==> config.mk <==
export PLATFORM = sky130hd
export DESIGN_NAME = icr_bank
export DESIGN_NICKNAME = d
export VERILOG_FILES = /design/src/logic/icr_pkg.sv /design/src/logic/icr_ctl_if.sv /design/src/logic/icr_gate.sv /design/src/logic/icr_bank.sv
export VERILOG_INCLUDE_DIRS = /design/src /design/src/logic
export SDC_FILE = /design/constraint.sdc
export NUM_CORES = 1
export LEC_CHECK = 0
export ABC_AREA = 0
export BUFFER_PORTS_ARGS = -buffer_cell sky130_fd_sc_hd__buf_2
export CORE_MARGIN = 8
export CORE_UTILIZATION = 36
export DETAILED_ROUTE_END_ITERATION = 16
export PLACE_DENSITY_LB_ADDON = 0.2
export SETUP_SLACK_MARGIN = 0.05
export SYNTH_ARGS = -nofsm -noshare
export SYNTH_HDL_FRONTEND = slang
export SYNTH_SLANG_ARGS = --single-unit
==> constraint.sdc <==
create_clock -name clk_sys -period 2.9 [get_ports clk_sys]
set_input_delay 0.145 -clock clk_sys [delete_from_list [all_inputs] [get_ports clk_sys]]
set_output_delay 0.145 -clock clk_sys [all_outputs]
set_load 0.01 [all_outputs]
==> src/logic/icr_regs.svh <==
// offsets, field positions, reset values and constant fields of the command and status pair
`ifndef ICR_REGS_SVH
`define ICR_REGS_SVH

// ************************************************************
// register offsets in configuration space (byte addresses)
// ************************************************************
`define ICR_CMD_OFS        8'h04
`define ICR_STAT_OFS       8'h06

// ************************************************************
// command field positions
// ************************************************************
`define ICR_CMD_IO_BIT     0
`define ICR_CMD_MEM_BIT    1
`define ICR_CMD_INIT_BIT   2
`define ICR_CMD_RSV_HI     8
`define ICR_CMD_RSV_LO     3

// ************************************************************
// status field positions
// ************************************************************
`define ICR_STAT_MA_BIT    13
`define ICR_STAT_TA_BIT    11
`define ICR_STAT_SEL_HI    10
`define ICR_STAT_SEL_LO    9
`define ICR_STAT_FBB_BIT   7

// ************************************************************
// reset values and constant fields
// ************************************************************
`define ICR_CMD_RST        16'h0000
`define ICR_STAT_RST       16'h0280
`define ICR_STAT_CONST     16'h0280
`define ICR_SEL_TIMING     2'h1
`define ICR_ENA_RST        3'h0

`endif

==> src/logic/icr_pkg.sv <==
// types shared by the command and status register modules
`default_nettype none

package icr_pkg;

	// state of the register bank
	typedef struct packed {
		logic [2:0]  ena;        // io, memory window, initiator enables
		logic        ma_seen;    // master abort seen
		logic        ta_sent;    // target abort sent
		logic [31:0] rdata;      // read answer
		logic        rvalid;     // read answer strobe
	} icr_bank_st_t;

	// state of the decode and interrupt gate
	typedef struct packed {
		logic irq;
		logic dec_pri;
		logic dec_sec;
		logic dec_bm;
		logic mem_win;
		logic init_en;
	} icr_gate_st_t;

endpackage

`default_nettype wire

==> src/logic/icr_ctl_if.sv <==
// enables passed from the register bank to the decode and interrupt gate
`default_nettype none

interface icr_ctl_if;
	logic initiator_enable;
	logic mem_window_enable;
	logic io_decode_enable;

	modport bank (output initiator_enable, output mem_window_enable, output io_decode_enable);
	modport gate (input initiator_enable, input mem_window_enable, input io_decode_enable);
endinterface

`default_nettype wire

==> src/logic/icr_gate.sv <==
// decode enables and native mode interrupt masking
`default_nettype none
`include "icr_regs.svh"

module icr_gate (
	// clock and reset
	input  wire logic  clk_sys,
	input  wire logic  rst,
	// enables from the register bank
	icr_ctl_if.gate    ctl,
	// function side
	input  wire logic  irq_req,
	input  wire logic [1:0] native_sel,
	input  wire logic [1:0] chan_decode_en,
	// registered results
	output logic       irq_out,
	output logic       dec_pri,
	output logic       dec_sec,
	output logic       dec_bm,
	output logic       mem_win,
	output logic       init_en
);

	icr_pkg::icr_gate_st_t st_r;
	icr_pkg::icr_gate_st_t st_nxt;
	logic                  native;
	logic                  masked;

	// ************************************************************
	// next state
	// ************************************************************
	// the mask works on the level, so a request held through the mask shows up once it lifts
	always_comb begin
		// either select bit means native
		native = |native_sel;
		// io decode off in native mode
		masked = native & ~ctl.io_decode_enable;
		st_nxt = st_r;
		// pending request passes when unmasked
		st_nxt.irq = irq_req & ~masked;
		// io enable gates every range
		// per channel decode bits
		st_nxt.dec_pri = ctl.io_decode_enable & chan_decode_en[0];
		st_nxt.dec_sec = ctl.io_decode_enable & chan_decode_en[1];
		st_nxt.dec_bm  = ctl.io_decode_enable;
		// memory window decode
		st_nxt.mem_win = ctl.mem_window_enable;
		// initiator permission
		st_nxt.init_en = ctl.initiator_enable;
	end

	// registered state, cleared by reset
	always_ff @(posedge clk_sys) begin
		if (rst) begin
			st_r <= '0;
		end else begin
			st_r <= st_nxt;
		end
	end

	assign irq_out = st_r.irq;
	assign dec_pri = st_r.dec_pri;
	assign dec_sec = st_r.dec_sec;
	assign dec_bm  = st_r.dec_bm;
	assign mem_win = st_r.mem_win;
	assign init_en = st_r.init_en;
endmodule

`default_nettype wire

==> src/logic/icr_bank.sv <==
// command and status register pair of the disk controller function
// Functional notes
// Command bit 2 enables initiator transfers.
// Command bit 1 enables memory window decode.
// Software loads expansion base before memory enable.
// Firmware should set memory enable at init.
// I/O enable zero blocks all port decode.
// Software programs master base before I/O enable.
// Per-channel decode bits disable ranges independently.
// Native mode, I/O off: interrupt held low.
// Request still active after unmask gets asserted.
// Command bits 8 to 3 read zero.
// Master abort sets status bit 13.
// Target abort sets status bit 11.
// Bits 13, 11 clear by writing one.
// Select timing bits 10:9 read 01.
// Status bit 7 reads one.
// Status bits 15,14,12,8,6,5 read zero.
// Programming-interface bits 0, 2 select native.
// Read-only writes ignored; writable bits reset zero.
`default_nettype none
`include "icr_regs.svh"

module icr_bank (
	// clock and reset
	input  wire logic        clk_sys,
	input  wire logic        rst,
	// configuration access, one dword at a time
	input  wire logic        cfg_rd,
	input  wire logic        cfg_wr,
	input  wire logic [7:0]  cfg_addr,
	input  wire logic [3:0]  cfg_be,
	input  wire logic [31:0] cfg_wdata,
	output logic [31:0]      cfg_rdata,
	output logic             cfg_rvalid,
	// events from the function
	input  wire logic        master_abort_evt,
	input  wire logic        target_abort_evt,
	input  wire logic        irq_req,
	// mode and channel controls from neighbouring registers
	input  wire logic [1:0]  native_sel,
	input  wire logic [1:0]  chan_decode_en,
	// results
	output logic             irq_out,
	output logic             io_decode_pri,
	output logic             io_decode_sec,
	output logic             io_decode_bm,
	output logic             mem_window_decode,
	output logic             initiator_enable
);

	icr_pkg::icr_bank_st_t st_r;
	icr_pkg::icr_bank_st_t st_nxt;
	logic                  hit;
	logic [15:0]           stat_view;
	logic [15:0]           cmd_view;

	icr_ctl_if ctl ();

	// ************************************************************
	// helpers
	// ************************************************************
	// both registers share one aligned dword
	function automatic logic dword_hit(input logic [7:0] a);
		dword_hit = (a[7:2] == 6'(`ICR_CMD_OFS >> 2));
	endfunction

	// status word as software sees it
	function automatic logic [15:0] stat_word(input logic ma, input logic ta);
		logic [15:0] w;
		w = `ICR_STAT_CONST;
		w[`ICR_STAT_MA_BIT] = ma;
		w[`ICR_STAT_TA_BIT] = ta;
		stat_word = w;
	endfunction

	// ************************************************************
	// next state
	// ************************************************************
	always_comb begin
		hit      = dword_hit(cfg_addr);
		st_nxt   = st_r;
		// bits above the enables stay zero
		cmd_view = {13'h0000, st_r.ena};
		// constant fields come from one word
		stat_view = stat_word(st_r.ma_seen, st_r.ta_sent);
		// enables written through lane 0
		// other command bits have no storage
		if (cfg_wr && hit && cfg_be[0]) begin
			st_nxt.ena = cfg_wdata[2:0];
		end
		// write one clears, zero keeps
		if (cfg_wr && hit && cfg_be[3]) begin
			if (cfg_wdata[16 + `ICR_STAT_MA_BIT]) begin
				st_nxt.ma_seen = 1'b0;
			end
			if (cfg_wdata[16 + `ICR_STAT_TA_BIT]) begin
				st_nxt.ta_sent = 1'b0;
			end
		end
		// set after clear so a same-cycle event wins
		if (master_abort_evt) begin
			st_nxt.ma_seen = 1'b1;
		end
		// target abort flag
		if (target_abort_evt) begin
			st_nxt.ta_sent = 1'b1;
		end
		// unmapped dwords read zero
		st_nxt.rvalid = cfg_rd;
		st_nxt.rdata  = (cfg_rd && hit) ? {stat_view, cmd_view} : 32'h0000_0000;
	end

	// writable bits reset to zero
	always_ff @(posedge clk_sys) begin
		if (rst) begin
			st_r <= '0;
		end else begin
			st_r <= st_nxt;
		end
	end

	assign cfg_rdata  = st_r.rdata;
	assign cfg_rvalid = st_r.rvalid;

	// ************************************************************
	// enables to the gate
	// ************************************************************
	assign ctl.io_decode_enable  = st_r.ena[`ICR_CMD_IO_BIT];
	assign ctl.mem_window_enable = st_r.ena[`ICR_CMD_MEM_BIT];
	assign ctl.initiator_enable  = st_r.ena[`ICR_CMD_INIT_BIT];

	// one cycle later than the register; decode never runs ahead of the enable
	icr_gate u_gate (
		.clk_sys        (clk_sys),
		.rst            (rst),
		.ctl            (ctl),
		.irq_req        (irq_req),
		.native_sel     (native_sel),
		.chan_decode_en (chan_decode_en),
		.irq_out        (irq_out),
		.dec_pri        (io_decode_pri),
		.dec_sec        (io_decode_sec),
		.dec_bm         (io_decode_bm),
		.mem_win        (mem_window_decode),
		.init_en        (initiator_enable)
	);
endmodule

`default_nettype wire

# [Yosys cells after proc, flatten, opt, wreduce, memory -nomap -nowiden]
# Index checks and enable logic that the tools add are counted.
[totals] in_bits=55 output_inout_bits=39 reg_bits=44
[classes] n_reduce_logical=12 n_eq_ne=1 mux=6 bitwise=7
[ops] operator="26-bit 2-to-1 mux" n=1
[ops] operator="2-bit nonzero test" n=4
[ops] operator="6-bit by 1-bit == test with 1-bit output, second input constant" n=1
[ops] operator="1-bit bitwise AND" n=4
[ops] operator="1-bit logical AND" n=4
[ops] operator="1-bit 2-to-1 mux" n=4
[ops] operator="2-bit AND reduction" n=2
[ops] operator="2-bit OR reduction" n=2
[ops] operator="1-bit NOT" n=3
[ops] operator="2-bit 2-to-1 mux" n=1

# [Logic depth before layout (Yosys ltp)]
# Gate-level depths: netlist of the first run.
[logic_depth] word_depth=5 mapped_depth=4 ltp_nobuf=3

# [Modules after synthesis]
# Synthesis of the first run repeated with hierarchy kept, for this count alone.
[hier_totals] hier_cells=87 area_unflattened_um2=872.1
[by_module_without_submodules] mod="icr_bank" cells_per_inst=74 area_each_um2=690.7 n_inst=1 seq_area_each_um2=240.2
[by_module_without_submodules] mod="icr_gate" cells_per_inst=13 area_each_um2=181.4 n_inst=1 seq_area_each_um2=120.1

# [Worst setup path before layout of the first run]
# Ideal clock, no wire load.
[synth_path] kind="input -> register" from="in cfg_addr[7]" to="reg st_r, in the netlist cfg_rdata[0]" path_stages=4 setup_ns=0.059 n_path_buf=1 path_slack_ns=1.597 t_arrival_ns=1.244 path_cell_list="or4_4 > buf_6 > nor4b_4 > and2_1"
[synth_via] elab_chain_len=4
[synth_lines] item="from (decl)" line="icr_bank.sv:31" text="input wire logic [7:0] cfg_addr,"
[synth_lines] item="6-bit by 1-bit == test with 1-bit output" line="icr_bank.sv:65" text="dword_hit = (a[7:2] == 6'(`ICR_CMD_OFS >> 2));"
[synth_lines] item="1-bit logical AND" line="icr_bank.sv:111" text="st_nxt.rdata = (cfg_rd && hit) ? {stat_view, cmd_view} : 32'h0000_0000;"
[synth_lines] item="1-bit NOT (no source line)"
[synth_lines] item="2-bit OR reduction (no source line)"
[synth_lines] item="to (signal assigned)" line="icr_bank.sv:119" text="st_r <= st_nxt;"
[synth_lines] item="to (decl)" line="icr_bank.sv:52" text="icr_pkg::icr_bank_st_t st_r;"
# Every way passes these cells.
# A chain may end at the register's enable or synchronous reset.

# [Worst setup path after layout of the first run]
[layout_path] from="in cfg_addr[7]" to="reg st_r, in the netlist cfg_rdata[2]"
# The elaborated chain is that of the path after synthesis.

==> impl_metrics.toml, run 1 <==
[grt]
grt_overflow_total = 0
use_met1 = 0.0725
globalRoute.busiestLayer = "met2"
use_met2 = 0.122
grt_pass1_wl_um = 2540
grt_max_degree = 12
grt_usage = 0.0746
antenna_found_initial = 0
grt_use_met3 = 0.0395
first_global_vias = 646

[setup_path]
r2r_slack_ns = 2.03
crit_path_end_kind = "flip-flop"
worstPathCellList = "buf_2 -> or4_4 -> nor4b_4 -> and2_1"
required_ns = 3.14
cp_slowest_cell = "or4_4"
cp-startpoint = "cfg_addr[7]"
r2r-start = "cmd_view[0]$_SDFFE_PP0P_"
critPathKind = "in -> reg"
start_kind = "input pin"
worstRegToRegCells = 3
worstPathMaxFanout = 8
critical_path.reg2reg.endpoint = "cmd_view[0]$_SDFFE_PP0P_"
critPathArrivalTime_ns = 1.37
critPathMaxStageDelay_ns = 0.59

[cts]
cts_hold_buf = 0
cts_root_buf = "clkbuf_4"
cts.path.max_buffers = 2
post_cts_buffers = 0
cts_tree = "yes"
path_clk_slew_ns = 0.10
clock-sinks = 18
clock_latency_ns = 0.29
cts_buffers = 3
cts_repair_resize_count = 0
htree_levels = 1

[layout]
final-seq-area_um2 = 360
area_delta_synth_final_pct = 10.8
finish.instance_area_um2 = 938
nets = 175
antenna_cells = 0
fillers = 235
multi_input_area_um2 = 303
drive_gt1_frac = 0.361

[yosys]
synth_top_cells_by_count = "32 x buf_4, 18 x dfxtp_1, 7 x and2_1"
ys_ff_latch = 18
synth-edff-count = 0
synth_most_common_cell = "buf_4"
synth_cell_types = 19
ys.flop_type = "dfxtp_1"
syn_inst = 88
synth_area_um2 = 847
netlist.area_leader.share = 0.425
syn_area_per_cell_um2 = 9.63
yosysWarnings = 0
yosysTopAreaCell = "dfxtp_1"
yosysSeqAreaShare = 0.425
ys_async_sr_fraction = 0
synth_area_leaders = "dfxtp_1 43%, buf_4 28%, and2_1 5.2%"

[floorplan]
die_area_um2 = 4160
die_h_um = 64.5
rows = 17
initial_utilization = 0.383
die_w_um = 64.5
core-area_um2 = 2210
io_pins = 94

[timing]
finalCriticalPeriod_ns = 1.13
finClkSkew_ns = 0.00389
fmaxAchievable_ghz = 0.883
tns_ns = 0
hold_viol = 0
finalMaxSlewViolations = 0
period_share = 0.390
rsz0062_at_grt = "no"
setup_viol_count_final = 0

[min_path]
min_from = "cfg_wdata[27]"
hold_path_class = "in -> reg"
holdPathEnd = "st_r[33]$_SDFFE_PP0P_"
min_path_cells = 2

[detailed_routing]
dr_total_vias = 560
ant_nets = 0
wirelength_um = 1570
drc = 0
firstDrtPassIters = 4
wl_per_cell_um = 10.7
via_per_inst = 3.81
first_iter_violations = 13

[pwr]
p_per_area_nw_per_um2 = 473
p_leak_nw = 0.508
ir_drop_mv = 0.171

[placement]
io_buffers = 37
place_congestion = 0.645
dpl.hpwl_um = 1410
placed_area_um2 = 902

[run_status]
status = "completed"

[flow_run]
cap_violations = 0
logic make-up after synthesis:
family	after synthesis	share of synthesized area
AOI/OAI and AO/OA	8	0.0694
and+or+nand+nor	22	0.177
buffers and inverters	39	0.323
DFF	18	0.425
other	1	0.00443
registers in the layout, indices dropped and copies added, names as in the netlist:
name	flops
cfg_rdata	6
cmd_view	3
st_r	2
cfg_rvalid	1
u_gate.dec_bm	1
u_gate.dec_pri	1
u_gate.dec_sec	1
u_gate.init_en	1
u_gate.irq_out	1
u_gate.mem_win	1
worst max-delay path, delay by kind of cell:
| family | cells | cell delay, ns |
|---|---|---|
| simple gates | 3 | 1.14 |
| buf+inv | 1 | 0.09 |
routing by layer:
metal,routed length (µm),share of wire
met5,0,0
met3,178,0.11
met1,634,0.40
met2,733,0.47
met4,22,0.014
how the worst max path moves through the flow:
stage          slack [ns]  cells past startpoint                        to
2_1_floorplan        1.60                      4   cfg_rdata[0]$_SDFF_PP0_
3_3_place_gp         1.45                      4   cfg_rdata[2]$_SDFF_PP0_
3_5_place_dp         1.45                      4   cfg_rdata[2]$_SDFF_PP0_
4_1_cts              1.75                      4  cfg_rdata[27]$_SDFF_PP0_
5_1_grt              1.70                      4   cfg_rdata[1]$_SDFF_PP0_
6_report             1.77                      4   cfg_rdata[2]$_SDFF_PP0_
final cells by class:
| cell class | instances | area share |
|---|---|---|
| inverters | 5 | 0.0200 |
| flip-flops and latches | 18 | 0.384 |
| well taps | 28 | 0.0373 |
| multi-input cells | 55 | 0.323 |
| repair buffers | 37 | 0.197 |
| clock buffers | 4 | 0.0387 |
power breakdown:
group / switching [mW] / internal, mW
sequential: 0.00105 / 0.250
clock: 0.0713 / 0.0764
combinational: 0.0287 / 0.0164
through the flow:
step | utilization | setup slack [ns] | hold WS [ns] | power, mW | instances
3_5_place_dp | 0.408 | 1.45 | 0.352 | 0.301 | 143
5_1_grt | 0.424 | 1.70 | 0.0380 | 0.469 | 147
6_report | 0.424 | 1.77 | 0.0459 | 0.444 | 147
4_1_cts | 0.424 | 1.75 | 0.0456 | 0.446 | 147
3_3_place_gp | 0.408 | 1.45 | 0.348 | 0.300 | 143
2_1_floorplan | - | 1.60 | 0.229 | 0.308 | 112
cell usage in the layout, fill, tap and decap left out, types with 2 or more instances in the layout:
cell	count
buf_2	37
conb_1	25
dfxtp_1	18
and2_1	7
inv_1	5
nor2b_1	4
nor2_1	4
o21ai_0	3
o41ai_1	3
clkbuf_4	3
a311oi_1	2
(Power assumes the default switching activity.)
==> run 2: changes to the inputs <==
--- a/config.mk
+++ b/config.mk
@@ -9,7 +9,7 @@
 export ABC_AREA = 0
 export BUFFER_PORTS_ARGS = -buffer_cell sky130_fd_sc_hd__buf_2
 export CORE_MARGIN = 8
-export CORE_UTILIZATION = 36
+export CORE_UTILIZATION = 33
 export DETAILED_ROUTE_END_ITERATION = 16
 export PLACE_DENSITY_LB_ADDON = 0.2
 export SETUP_SLACK_MARGIN = 0.05
==> constraint.sdc (replaced) <==
create_clock -name clk_sys -period 1.15 [get_ports clk_sys]
set_input_delay 0.0575 -clock clk_sys [delete_from_list [all_inputs] [get_ports clk_sys]]
set_output_delay 0.0575 -clock clk_sys [all_outputs]
set_load 0.01 [all_outputs]
==> impl_metrics.toml, run 2 (synthesis gave the netlist of run 1 again) <==
[timing]
fmaxAchievable_ghz = 0.982
period_share = 0.885
hold_viol = 0
finalCriticalPeriod_ns = 1.02
finalMaxSlewViolations = 0
rsz0062_at_grt = "no"
tns_ns = 0
finClkSkew_ns = 0.00422
setup_viol_count_final = 0

[setup_path]
cp-startpoint = "cfg_addr[7]"
critPathMaxStageDelay_ns = 0.56
worstPathMaxFanout = 6
cp.buffers_inverters = 1
r2r-start = "cmd_view[0]$_SDFFE_PP0P_"
critPathTopFamily = "simple AND/OR/NAND/NOR gates"
cp_slowest_cell = "or4_4"
worstPathCellList = "buf_2 -> or4_4 -> nor4b_4 -> and2_1"
crit_path_end_kind = "flip-flop"
start_kind = "input pin"
critPathArrivalTime_ns = 1.25
required_ns = 1.38
critPathKind = "in -> reg"

[grt]
grt_pass1_wl_um = 2770
first_global_vias = 661
grt_usage = 0.0810
grt_max_degree = 12
grt_overflow_total = 0
antenna_found_initial = 0

[detailed_routing]
drc = 0
first_iter_violations = 7
wl_per_cell_um = 11.1
dr_total_vias = 563
via_per_inst = 3.68
firstDrtPassIters = 4
ant_nets = 0
wirelength_um = 1690

[placement]
dpl.hpwl_um = 1480
placed_area_um2 = 912
place_congestion = 0.614
io_buffers = 37

[pwr]
ir_drop_mv = 0.438
p_leak_nw = 0.522
power_mw = 1.05
p_per_area_nw_per_um2 = 1070

[run_status]
status = "completed"

[floorplan]
io_pins = 94
rows = 18
core-area_um2 = 2450
die_area_um2 = 4440
die_w_um = 66.7
die_h_um = 66.7
initial_utilization = 0.345

[layout]
area_delta_synth_final_pct = 15.1
finish.instance_area_um2 = 975
mostFrequentLayoutCell = "buf_2"
mostFrequentLayoutCells = "37 x buf_2, 25 x conb_1, 18 x dfxtp_1"
drive_gt1_frac = 0.350
nets = 180
final_core_util = 0.397
antenna_cells = 0
largest_reg_flops = 6

[cts]
cts.path.max_buffers = 2
cts_tree = "yes"
path_clk_slew_ns = 0.09
clock-sinks = 18
cts_buffers = 3
cts_repair_resize_count = 0
clock_latency_ns = 0.28
cts_root_buf = "clkbuf_4"
htree_levels = 1

[min_path]
min_from = "cfg_wdata[2]"
hold_path_class = "in -> reg"

[flow_run]
cap_violations = 0
[run 2: area by class of cell]
class,count,area [µm²]
timing repair buffer,42,233
multi-input combinational,55,303
fill,273,1480
sequential,18,360
inverter,5,18.8
tap,30,37.5
clock buffer,3,22.5
[run 2: path summary, 6_finish.rpt]
check | cells past startpoint | slack, ns | endpoint
hold / removal | 3 | 0.02 | cmd_view[2]$_SDFFE_PP0P_
setup reg to reg | 3 | 0.29 | cmd_view[0]$_SDFFE_PP0P_
setup / recovery | 4 | 0.13 | cfg_rdata[0]$_SDFF_PP0_
hold reg to reg | 1 | 0.45 | cfg_rdata[1]$_SDFF_PP0_
[run 2: layer usage]
| metal | global-route usage | up-vias | share of wire |
|---|---|---|---|
| met1 | 0.0906 | 226 | 0.41 |
| met5 | 0 | - | 0 |
| li1 | - | 299 | - |
| met3 | 0.0319 | 0 | 0.11 |
| met4 | 0.0560 | 0 | 0 |
| met2 | 0.123 | 38 | 0.48 |
[run 2: where the power goes]
group	switching (mW)	internal, mW
Sequential	0.00256	0.631
Clock	0.165	0.121
Combinational	0.0755	0.0514
Total	0.244	0.804
[run 2: what timing repair did]
item,4_1_cts,5_1_grt
hold buffers,4,0
hold endpoints to repair,4,0
buffers inserted,0,0
[run 2: tightest hold or removal path, delay by kind of cell]
family	cells	cell delay (ns)
buffers and inverters	2	0.13
AO/OA/AOI/OAI	1	0.06
[run 2: stage by stage]
stage,hold slack (ns),cells,setup slack (ns)
floorplan,0.142,112,-0.0659
global placement,0.260,146,-0.151
detailed placement,0.263,146,-0.178
CTS,0.00976,153,0.125
global route,0.0119,153,0.0785
finish,0.0162,153,0.132
==> run 3: changes to the inputs <==
--- a/config.mk
+++ b/config.mk
@@ -9,10 +9,11 @@
 export ABC_AREA = 0
 export BUFFER_PORTS_ARGS = -buffer_cell sky130_fd_sc_hd__buf_2
 export CORE_MARGIN = 8
-export CORE_UTILIZATION = 33
+export CORE_UTILIZATION = 34
 export DETAILED_ROUTE_END_ITERATION = 16
 export PLACE_DENSITY_LB_ADDON = 0.2
 export SETUP_SLACK_MARGIN = 0.05
 export SYNTH_ARGS = -nofsm -noshare
 export SYNTH_HDL_FRONTEND = slang
+export SYNTH_HIERARCHICAL = 1
 export SYNTH_SLANG_ARGS = --single-unit
==> impl_metrics.toml, run 3 <==
[floorplan]
die_area_um2 = 4440
die_h_um = 66.6
core-area_um2 = 2450
io_pins = 94
initial_utilization = 0.355
die_w_um = 66.6
rows = 18

[timing]
finalMaxSlewViolations = 0
finalCriticalPeriod_ns = 0.988
hold_viol = 1
whs_ns = -0.000457
tns_ns = 0
setup_viol_count_final = 0
fmaxAchievable_ghz = 1.01
rsz0062_at_grt = "no"
finClkSkew_ns = 0.00156
period_share = 0.859

[setup_path]
r2r-start = "cmd_view[0]$_SDFFE_PP0P_"
critPathMaxStageDelay_ns = 0.54
cp-startpoint = "rst"
critPathArrivalTime_ns = 1.22
worstPathCellList = "dlygate4sd3_1 -> buf_2 -> nor2b_1 -> and3_1 -> and2_1"
worstPathMaxFanout = 6
critPathTopFamily = "buffers and inverters"
worstRegToRegCells = 2
required_ns = 1.38
cp.buffers_inverters = 2
r2r_slack_ns = 0.37
critPathKind = "in -> reg"
critical_path.reg2reg.endpoint = "u_gate/irq_out$_SDFF_PP0_"
cp_slowest_cell = "dlygate4sd3_1"
start_kind = "input pin"
crit_path_end_kind = "flip-flop"

[grt]
grt_usage = 0.0768
grt_pass1_wl_um = 2650
first_global_vias = 652
grt_overflow_total = 0
grt_max_degree = 13
antenna_found_initial = 0

[yosys]
syn_inst = 87
ys.flop_type = "dfxtp_1"
yosysSeqAreaShare = 0.413
yosysTopAreaCell = "dfxtp_1"
synth_area_leaders = "dfxtp_1 41%, buf_4 28%, and2_1 5.7%"
syn_area_per_cell_um2 = 10.0
synth_area_um2 = 872
ys_async_sr_fraction = 0
yosysWarnings = 6
synth_most_common_cell = "buf_4"
synth-edff-count = 0
netlist.area_leader.share = 0.413
ys_ff_latch = 18
synth_cell_types = 18
synth_top_cells_by_count = "33 x buf_4, 18 x dfxtp_1, 8 x and2_1"

[flow_run]
cap_violations = 0

[cts]
cts_repair_resize_count = 0
path_clk_slew_ns = 0.09
clock_latency_ns = 0.28
cts_tree = "yes"
cts_buffers = 3
cts.path.max_buffers = 2
htree_levels = 1
cts_root_buf = "clkbuf_4"
clock-sinks = 18

[layout]
fillers = 261
drive_gt1_frac = 0.374
nets = 180
antenna_cells = 0
mostFrequentLayoutCell = "buf_2"
multi_input_area_um2 = 339
mostFrequentLayoutCells = "37 x buf_2, 25 x conb_1, 18 x dfxtp_1"
largest_reg_flops = 6
final-seq-area_um2 = 360
area_delta_synth_final_pct = 15.5

[run_status]
violations = "hold timing"
status = "complete, but fails checks"

[min_path]
hold_path_class = "in -> reg"
min_path_cells = 3
min_from = "target_abort_evt"
holdPathEnd = "st_r[33]$_SDFFE_PP0P_"

[placement]
dpl.hpwl_um = 1430
io_buffers = 37
place_congestion = 0.672

[detailed_routing]
wirelength_um = 1710
wl_per_cell_um = 11.1
first_iter_violations = 7
drc = 0
via_per_inst = 3.78
dr_total_vias = 579
firstDrtPassIters = 2
ant_nets = 0

[pwr]
combPwrFrac = 0.125
ir_drop_mv = 0.426
power_mw = 1.06
swShare = 0.234
p_sw_mw = 0.247
clockPowerShare = 0.276
p_per_area_nw_per_um2 = 1050
power_frac_seq = 0.599
intPower_mw = 0.811
p_leak_nw = 0.547
[run 3: changes by cell type in the layout (fill, tap and decap cells not counted), sizes merged, moves of 2 or more]
cell    before  now
nand2b       1    6
a41o         0    2
mux2i        0    3
a311oi       2    0
o41ai        3    0
a21oi        0    2
and2b        0    2
nor2b        4    2
o21ai        3    0
nor2         4    1
[run 3: kinds of logic (layout without fill, tap and decap cells)]
group,count (synthesis),after routing,synth area share
flops,18,18,0.413
buf+inv,37,49,0.301
other cells,1,25,0.00430
mux,3,3,0.0344
simple gates,23,23,0.204
compound gates,5,5,0.0430
[run 3: worst max-delay path by stage]
| stage | to | cells after the start |
|---|---|---|
| 6_report | cfg_rdata[0]$_SDFF_PP0_ | 5 |
| 4_1_cts | cfg_rdata[2]$_SDFF_PP0_ | 5 |
| 3_3_place_gp | cmd_view[0]$_SDFFE_PP0P_ | 4 |
| 5_1_grt | cfg_rdata[0]$_SDFF_PP0_ | 5 |
| 2_1_floorplan | cmd_view[0]$_SDFFE_PP0P_ | 4 |
| 3_5_place_dp | cmd_view[1]$_SDFFE_PP0P_ | 4 |
[run 3: power groups by stage]
stage	Combinational (mW)	Clock (mW)	Sequential, mW
2_1_floorplan	0.126	0	0.650
3_3_place_gp	0.117	0	0.649
3_5_place_dp	0.119	0	0.649
4_1_cts	0.130	0.301	0.634
5_1_grt	0.150	0.324	0.635
6_report	0.132	0.292	0.634
[run 3: metal layers]
| layer | track usage | wire [µm] | up-vias | part of all wire |
|---|---|---|---|---|
| met5 | 0 | 0 | - | 0 |
| met3 | 0.0201 | 137 | 2 | 0.080 |
| li1 | - | - | 290 | - |
| met4 | 0.0560 | 29 | 0 | 0.017 |
| met2 | 0.141 | 974 | 31 | 0.57 |
| met1 | 0.0709 | 563 | 256 | 0.33 |
[run 3: layout make-up]
class,count,share of cell area
multi-input cells,56,0.337
well taps,30,0.0373
flip-flops and latches,18,0.358
inverters,4,0.0149
clock buffers,3,0.0224
repair buffers,42,0.231
[run 3: stage by stage]
step | util | hold WS (ns) | std cells | worst slack [ns] | area (µm²)
after floorplan | - | 0.127 | 111 | 0.247 | 962
after global placement | 0.385 | 0.260 | 146 | 0.0317 | 945
after detailed placement | 0.385 | 0.264 | 146 | 0.000904 | 945
after CTS | 0.410 | 0.00274 | 153 | 0.170 | 1010
after global routing | 0.410 | 0.0250 | 153 | 0.0698 | 1010
final | 0.410 | -0.000457 | 153 | 0.162 | 1010
[run 3: tightest hold or removal path: stages]
cell,delay (ns)
buf_2,0.09
inv_1,0.04
a21oi_1,0.05
[run 3: repair_timing]
action,CTS,global route
buffers inserted,0,0
setup endpoints to repair,0,0
hold buffers,4,0
endpoints found under the hold margin,4,0
